$ cat config.mk
export PLATFORM = sky130hd
export DESIGN_NAME = tdb_top
export DESIGN_NICKNAME = d
export VERILOG_FILES = /design/src/rtl/tdb_pkg.sv /design/src/rtl/tdb_chan.sv /design/src/rtl/tdb_burst.sv /design/src/rtl/tdb_top.sv
export SDC_FILE = /design/constraint.sdc
export NUM_CORES = 1
export LEC_CHECK = 0
export BUFFER_PORTS_ARGS = -buffer_cell sky130_fd_sc_hd__buf_2
export CORE_MARGIN = 1.5
export CORE_UTILIZATION = 55
export CTS_CLUSTER_DIAMETER = 150
export DETAILED_ROUTE_END_ITERATION = 7
export PLACE_DENSITY_LB_ADDON = 0.15
export SYNTH_ARGS = -nofsm -noshare
export SYNTH_HDL_FRONTEND = slang
export SYNTH_SLANG_ARGS = --single-unit
export TNS_END_PERCENT = 50
$ cat constraint.sdc
create_clock -name clk -period 4 [get_ports clk]
set_clock_uncertainty 0.1 [all_clocks]
set_input_delay 1.2 -clock clk [delete_from_list [all_inputs] [get_ports clk]]
set_output_delay 1.2 -clock clk [all_outputs]
set_load 0.1 [all_outputs]
$ cat src/rtl/tdb_pkg.sv
// tdb_pkg: constants shared by the timer capture/compare and burst register slice.
// assumes: byte addressing on a 32-bit register bus, one aligned word per register.
package tdb_pkg;

    // widths
    localparam int unsigned DATA_W = 32;
    localparam int unsigned CNT_W = 16;
    localparam int unsigned ADDR_W = 8;
    localparam int unsigned NCHAN = 4;
    localparam int unsigned FIELD5_W = 5;
    localparam int unsigned REMAP_W = 2;
    localparam int unsigned BE_W = 4;

    // register byte offsets
    localparam logic [7:0] OFS_CTL0 = 8'h00;
    localparam logic [7:0] OFS_CCV0 = 8'h34;
    localparam logic [7:0] OFS_CCV1 = 8'h38;
    localparam logic [7:0] OFS_CCV2 = 8'h3c;
    localparam logic [7:0] OFS_CCV3 = 8'h40;
    localparam logic [7:0] OFS_IRMP = 8'h50;
    localparam logic [7:0] OFS_BCFG = 8'he0;
    localparam logic [7:0] OFS_BBUF = 8'he4;
    localparam logic [7:0] WORD_BYTES = 8'h04;

    // field positions of the burst configuration register
    localparam int unsigned BCFG_START_LSB = 0;
    localparam int unsigned BCFG_START_MSB = 4;
    localparam int unsigned BCFG_COUNT_LSB = 8;
    localparam int unsigned BCFG_COUNT_MSB = 12;

    // reset values
    localparam logic [31:0] RST_WORD = 32'h0000_0000;
    localparam logic [15:0] RST_HALF = 16'h0000;
    localparam logic [4:0] RST_FIELD5 = 5'h00;
    localparam logic [1:0] RST_REMAP = 2'h0;

    // full-word byte enable
    localparam logic [3:0] BE_FULL = 4'hf;

    // channel 0 input selections
    localparam logic [1:0] SEL_GPIO = 2'h0;
    localparam logic [1:0] SEL_LOW_CRYSTAL = 2'h1;
    localparam logic [1:0] SEL_HIGH_CRYSTAL_DIV128 = 2'h2;
    localparam logic [1:0] SEL_CKOUT = 2'h3;

    // bus slave states
    typedef enum logic [0:0] {
        BUS_IDLE,
        BUS_ACK
    } tdb_bus_e;

endpackage

$ cat src/rtl/tdb_chan.sv
// tdb_chan: one capture/compare channel value with preload and active copies.
// assumes: mode, shadow enable, capture and update come synchronous from the timer core.
`timescale 1ns/10ps
module tdb_chan (
    input wire logic clk,
    input wire logic reset,
    input wire logic input_mode,
    input wire logic shadow_en,
    input wire logic capture,
    input wire logic update,
    input wire logic [tdb_pkg::CNT_W-1:0] counter,
    input wire logic wr_en,
    input wire logic [tdb_pkg::CNT_W-1:0] wr_data,
    output logic [tdb_pkg::CNT_W-1:0] rd_value,
    output logic match
);
    import tdb_pkg::*;

    typedef struct packed {
        logic [CNT_W-1:0] preload;
        logic [CNT_W-1:0] active;
        logic match;
    } tdb_chan_s;

    tdb_chan_s q, d;

    // next state: capture in input mode, preload/shadow transfer in output mode
    always_comb begin
        d = q;
        if (input_mode) begin
            // software writes are dropped here, the field belongs to hardware
            if (capture) begin
                d.preload = counter;
                d.active = counter;
            end
        end else begin
            if (wr_en) begin
                d.preload = wr_data;
                if (!shadow_en) begin
                    d.active = wr_data;
                end
            end
            // update takes the preload as it stood, a same-cycle write waits one event
            if (update && shadow_en) begin
                d.active = q.preload;
            end
        end
        d.match = !input_mode && (counter == q.active);
    end

    always_ff @(posedge clk) begin
        if (reset) begin
            q <= '0;
        end else begin
            q <= d;
        end
    end

    assign rd_value = input_mode ? q.active : q.preload;
    assign match = q.match;
endmodule // tdb_chan

$ cat src/rtl/tdb_burst.sv
// tdb_burst: transfer index of the burst buffer and the byte address it redirects to.
// assumes: step pulses once per completed buffer access.
`timescale 1ns/10ps
module tdb_burst (
    input wire logic clk,
    input wire logic reset,
    input wire logic [tdb_pkg::FIELD5_W-1:0] start,
    input wire logic [tdb_pkg::FIELD5_W-1:0] count,
    input wire logic step,
    output logic [tdb_pkg::FIELD5_W-1:0] index,
    output logic [tdb_pkg::ADDR_W-1:0] target
);
    import tdb_pkg::*;

    typedef struct packed {
        logic [FIELD5_W-1:0] index;
    } tdb_burst_s;

    tdb_burst_s q, d;
    logic [5:0] word_sum;

    // index walks 0..count, then wraps; >= also recovers if count was lowered mid-burst
    always_comb begin
        d = q;
        if (step) begin
            if (q.index >= count) begin
                d.index = RST_FIELD5;
            end else begin
                d.index = q.index + 5'h01;
            end
        end
    end

    always_ff @(posedge clk) begin
        if (reset) begin
            q <= '0;
        end else begin
            q <= d;
        end
    end

    // control register 0 plus four bytes per word of start and index
    assign word_sum = {1'b0, start} + {1'b0, q.index};
    assign target = OFS_CTL0 + {word_sum, 2'b00};
    assign index = q.index;
endmodule // tdb_burst

$ cat src/rtl/tdb_top.sv
// tdb_top: capture/compare values, burst access buffer and channel 0 input remap,
// reached over an Avalon-MM slave with waitrequest.
// assumes: counter, capture, update, mode and shadow controls come from the timer core,
// all synchronous to clk; the DMA controller and the processor share this one slave port.
`timescale 1ns/10ps
module tdb_top (
    input wire logic clk,
    input wire logic reset,
    input wire logic [tdb_pkg::ADDR_W-1:0] avs_address,
    input wire logic avs_read,
    input wire logic avs_write,
    input wire logic [tdb_pkg::DATA_W-1:0] avs_writedata,
    input wire logic [tdb_pkg::BE_W-1:0] avs_byteenable,
    output logic [tdb_pkg::DATA_W-1:0] avs_readdata,
    output logic avs_waitrequest,
    input wire logic [tdb_pkg::CNT_W-1:0] counter_value,
    input wire logic update_event,
    input wire logic [tdb_pkg::NCHAN-1:0] chan_input_mode,
    input wire logic [tdb_pkg::NCHAN-1:0] chan_shadow_en,
    input wire logic [tdb_pkg::NCHAN-1:0] capture_event,
    input wire logic pin_gpio_ch0,
    input wire logic low_speed_crystal,
    input wire logic high_speed_crystal_div128,
    input wire logic clock_output_selection,
    output logic [tdb_pkg::NCHAN-1:0] compare_match,
    output logic chan0_input
);
    import tdb_pkg::*;

    typedef struct packed {
        tdb_bus_e state;
        logic waitreq;
        logic [DATA_W-1:0] rdata;
        logic [REMAP_W-1:0] remap;
        logic [FIELD5_W-1:0] bstart;
        logic [FIELD5_W-1:0] bcount;
        logic ch0in;
    } tdb_top_s;

    tdb_top_s q, d;

    logic req;
    logic commit;
    logic wr_ok;
    logic step;
    logic [ADDR_W-1:0] eff_addr;
    logic [ADDR_W-1:0] burst_target;
    logic [FIELD5_W-1:0] burst_index;
    logic [NCHAN-1:0][CNT_W-1:0] chan_rd;
    logic [NCHAN-1:0] chan_wr;
    logic [DATA_W-1:0] rd_mux;

    // the master holds its request through the ack cycle, so commit there
    assign req = avs_read || avs_write;
    assign commit = (q.state == BUS_ACK) && req;
    // partial-lane writes are dropped: a torn compare value would glitch the output
    assign wr_ok = commit && avs_write && (avs_byteenable == BE_FULL);
    assign step = commit && (avs_address == OFS_BBUF);

    // buffer accesses are redirected into the register map
    always_comb begin
        if (avs_address == OFS_BBUF) begin
            eff_addr = burst_target;
        end else begin
            eff_addr = avs_address;
        end
    end

    // transfer index and redirect address
    tdb_burst u_burst (
        .clk(clk),
        .reset(reset),
        .start(q.bstart),
        .count(q.bcount),
        .step(step),
        .index(burst_index),
        .target(burst_target)
    );

    // four identical channels, each at its own word
    for (genvar g = 0; g < NCHAN; g++) begin : g_chan
        localparam logic [7:0] CH_OFS = OFS_CCV0 + WORD_BYTES * 8'(g);
        assign chan_wr[g] = wr_ok && (eff_addr == CH_OFS);
        tdb_chan u_chan (
            .clk(clk),
            .reset(reset),
            .input_mode(chan_input_mode[g]),
            .shadow_en(chan_shadow_en[g]),
            .capture(capture_event[g]),
            .update(update_event),
            .counter(counter_value),
            .wr_en(chan_wr[g]),
            .wr_data(avs_writedata[CNT_W-1:0]),
            .rd_value(chan_rd[g]),
            .match(compare_match[g])
        );
    end

    // read decode; unmapped words, and the buffer redirected onto itself, read zero
    always_comb begin
        rd_mux = RST_WORD;
        if (eff_addr == OFS_CCV0) begin
            rd_mux = {16'h0000, chan_rd[0]};
        end else if (eff_addr == OFS_CCV1) begin
            rd_mux = {16'h0000, chan_rd[1]};
        end else if (eff_addr == OFS_CCV2) begin
            rd_mux = {16'h0000, chan_rd[2]};
        end else if (eff_addr == OFS_CCV3) begin
            rd_mux = {16'h0000, chan_rd[3]};
        end else if (eff_addr == OFS_IRMP) begin
            rd_mux = {30'h0000_0000, q.remap};
        end else if (eff_addr == OFS_BCFG) begin
            rd_mux = {19'h0_0000, q.bcount, 3'h0, q.bstart};
        end else begin
            rd_mux = RST_WORD;
        end
    end

    // bus handshake, register writes and the channel 0 input selector
    always_comb begin
        d = q;
        case (q.state)
            BUS_IDLE: begin
                if (req) begin
                    // answer one cycle after the request is seen
                    d.state = BUS_ACK;
                    d.waitreq = 1'b0;
                    d.rdata = avs_read ? rd_mux : q.rdata;
                end
            end
            BUS_ACK: begin
                d.state = BUS_IDLE;
                d.waitreq = 1'b1;
            end
            default: begin
                d.state = BUS_IDLE;
                d.waitreq = 1'b1;
            end
        endcase
        if (wr_ok) begin
            // reserved bits are simply not stored, so they read back as zero
            if (eff_addr == OFS_IRMP) begin
                d.remap = avs_writedata[REMAP_W-1:0];
            end else if (eff_addr == OFS_BCFG) begin
                d.bstart = avs_writedata[BCFG_START_MSB:BCFG_START_LSB];
                d.bcount = avs_writedata[BCFG_COUNT_MSB:BCFG_COUNT_LSB];
            end
        end
        // the sources are asynchronous to the timer in a real part; here they are
        // taken as synchronous and only registered once
        case (q.remap)
            SEL_GPIO: d.ch0in = pin_gpio_ch0;
            SEL_LOW_CRYSTAL: d.ch0in = low_speed_crystal;
            SEL_HIGH_CRYSTAL_DIV128: d.ch0in = high_speed_crystal_div128;
            SEL_CKOUT: d.ch0in = clock_output_selection;
            default: d.ch0in = pin_gpio_ch0;
        endcase
    end

    always_ff @(posedge clk) begin
        if (reset) begin
            q.state <= BUS_IDLE;
            q.waitreq <= 1'b1;
            q.rdata <= RST_WORD;
            q.remap <= RST_REMAP;
            q.bstart <= RST_FIELD5;
            q.bcount <= RST_FIELD5;
            q.ch0in <= 1'b0;
        end else begin
            q <= d;
        end
    end

    assign avs_readdata = q.rdata;
    assign avs_waitrequest = q.waitreq;
    assign chan0_input = q.ch0in;
endmodule // tdb_top

==> results list <==
- Post-route met1 wirelength: 15400 um
- Share of synthesized flip-flops with an asynchronous set or reset: 0
* Residual antenna-violating net count after detailed routing: 0
- Most used cells in the layout excluding fill and tap cells: 176 x mux2i_1, 168 x dfxtp_1, 161 x a21oi_1, 144 x nor2_1, 86 x nand2_1
- Total count of max-transition violations in the final report: 0
* Hold Path Origin: avs_waitrequest
- In the routed design, unresolved DRC markers number 0.
* Maximum number of pins on one net before global-route repair: 78
- Slew HR: 0.189
- The number of antenna diodes in the final layout is 0.
- The critical path contains buffers and inverters numbering 2 combined.
* Final core utilization: 0.618
* Average vias per placed instance: 6.33
- Yosys printed 0 warnings.
- STA classifies the critical path endpoint as a flop.
* PD cells: about 370 nW/um^2
- Launching element of the worst setup path: q[6]
- Avg Inst Size Synth: ~8 um^2
* Wire length on met3: around 3100 um
* Core Rows: 52
- Of the synthesized area, sequential elements account for 0.298.
- The H-tree generated during clock tree synthesis spans 4 levels.
- The smallest clock period supported by the final layout is computed as ~3.7 ns.
- Total half-perimeter wirelength after legalization and detailed placement: ~25000 um
- Number of instances in the synthesized netlist: around 1400
- Worst setup SP type: flop
- Setup violations remaining at the end of the flow were counted as 0.
- In this run the count of I/O pins placed on the die edge is roughly 120.
* Final routed wire length divided by cell count: about 21 um
* Core Region: just over 20000 um^2
* Routability-driven placement congestion ratio: 0.911
* Critical path start-end classification: flop to flop
- Run status: complete, no violations
* Cell area after technology mapping: between 10000 and 15000 um^2
* Port buffer count: 86
- Sum Neg Setup Slack: 0 ns
* Starting density of the core: 0.560
- Max Used Layer: met4
- The signal on the critical path passes through ha_1 > inv_1 > fa_1 > and2b_1 > o22ai_1 > mux2_2 > a2111o_4 > or2_2 > a2111oi_0 > buf_4 > nor4_1.
- Setup repair after global routing left no endpoint under its margin.
* All-Layer GR Usage: 0.336
- The initial antenna violation count was 1.
- The die is approximately 150 um tall.
- Proportion of layout cells with a drive suffix above 1: 0.143
* Cell with the biggest individual delay on the critical path: a2111o_4
* Count of clock tree sinks: 168
- Clock network latency to the later pin of the worst-skew pair: roughly 0.44 ns
- Number of hold violations in the final report: 0
- First-pass GRT wire length: 55600 um
- Leading cell types by total area after synthesis: dfxtp_1 30%, mux2i_1 16%, a21oi_1 7.1%
* Total power of the final layout: between 4 and 5 mW
* Synthesis-to-layout area growth: 10.2%
- Number of buffers inserted for hold repair after clock tree synthesis: 0
* Horiz. Die Dim: 146 um
- Summed over all instances, the cell type with the most area after synthesis is dfxtp_1.
- Along the worst path, the maximum fanout reaches 10.
* Worst setup timing slack at the placement stage: -0.0925 ns
* Total CTS buffers: 17
- After global routing the overflow that remains totals 0.
* Quantity of gates resized following cts: 0
- Distinct cells, synth: 69
* Worst path setup slack after routing: approximately 0.25 ns
- After clock tree synthesis, the clock-pin slew on the worst setup and hold paths is approximately 0.070 ns.
- The routed design has 36300 um of wire.
* Met2 wire length: between 15000 and 20000 um
- The analysis attributes to cell leakage a power of just over 5 nW.
- After filler insertion, the fill cell instance count of the layout stands at 1849.
- Of the available clock period, the critical path in the final layout requires 0.937.
- Final nets: between 1500 and 2000
- Worst Max-Slew Pin Slew: 1.21 ns
- TritonCTS built the clock tree.
* CTS Root Cell: clkbuf_16
* Worst EP arrival: 3.94 ns
- Drt pass-1 iters: 6
* Dominant register cell in the synthesized netlist: dfxtp_1
- The number of global-route vias before repair is 9625.
- Via count: about 11000
- Die ar.: between 20000 and 25000 um^2
- Required time reported for the critical path endpoint: roughly 4.2 ns
- Launching point of the worst reg2reg path: q[6]
- Leaving out fill and tap cells, the most frequent cell in the layout is mux2i_1.
- Max-cap violations in this run came to 0.
- In this run the deepest clock path goes through 2 buffers.
- Buffer count from post-CTS setup fixing: 0
- Fmax: between 0.2 and 0.3 GHz
- Number of flops mapped to enable cells by yosys: 0
- In this design, the largest share of critical-path delay is due to compound AO/OA/AOI/OAI gates.
* Worst path max stage delay: between 0.5 and 0.6 ns
- The path class of the tightest hold or removal check is flop to flop.
- Register bit total from synthesis: between 150 and 200
* Iteration-0 DRC Markers: a little over 900
- Proportion of netlist area held by the largest area contributor: 0.298
* Maximum resistive drop on vdd: 258 uV
## synth_stat cells (all sizes together), types with 8 or more instances
cell type and number:
nand2b 19, a21o 8, dfxtp 168, buf 64, ha 11, a221oi 16
or3 25, a2111oi 8, mux2i 176, xor2 67, nand2 86, mux2 8
a311oi 16, o21ai 43, a21oi 161, nand4 16, inv 10, nor2 144
nor2b 14, a211oi 51, nor4 32, clkbuf 112, nand3 34, nor3 31
o22ai 21
## per-stage QoR
step | cell area [um^2] | std cells | hold slack (ns)
6_report | 12500 | 1691 | 0.371
5_1_grt | 12500 | 1691 | 0.400
4_1_cts | 12500 | 1691 | 0.379
3_5_place_dp | 11800 | 1659 | 0.361
3_3_place_gp | 11800 | 1659 | 0.346
2_1_floorplan | 11400 | 1423 | 0.360
## kinds of logic after synthesis
logic type / after synthesis / share of synthesized area
multiplexers: 185 / 0.166
buffers and inverters: 186 / 0.0778
flip-flops: 168 / 0.298
AO/OA/AOI/OAI: 357 / 0.203
AND/OR/NAND/NOR: 428 / 0.186
other: 1 / 0.000332
XOR/XNOR: 71 / 0.0550
adder cells (fa/ha/maj): 12 / 0.0139
## path summary, 6_finish.rpt
path                                   endpoint  slack (ns)  cells past startpoint
worst max register to register  avs_readdata[4]        0.25                     11
worst min register to register  avs_waitrequest        0.37                      1
worst max-delay path            avs_readdata[4]        0.25                     11
worst min-delay path            avs_waitrequest        0.37                      1
## layer usage
layer / global-route usage / vias up
li1: - / 5064
met1: 0.457 / 5075
met2: 0.521 / 483
met3: 0.0644 / 78
met4: 0.145 / 0
met5: 0 / -
## power breakdown
part           internal [mW]  switching, mW
Sequential              1.77         0.0859
Clock                   1.01          0.786
Combinational          0.304          0.605
## registers in the layout, indices dropped and copies added (netlist names)
name and count:
g_chan.u_chan.q 128, avs_readdata 16, q 13, u_burst.index 5, g_chan.u_chan.match 4, avs_waitrequest 1, chan0_input 1
## cell type report
class                           instances  area (um^2)  share of cell area
Inverter                               10         37.5             0.00301
Timing Repair Buffer                  142          943              0.0757
Clock inverter                         15          206              0.0166
Tap cell                              270          338              0.0271
Sequential cell                       168         3360               0.270
Multi-Input combinational cell       1069         7140               0.573
Clock buffer                           17          425              0.0341
No activity file was read; power rests on OpenSTA's default activity.
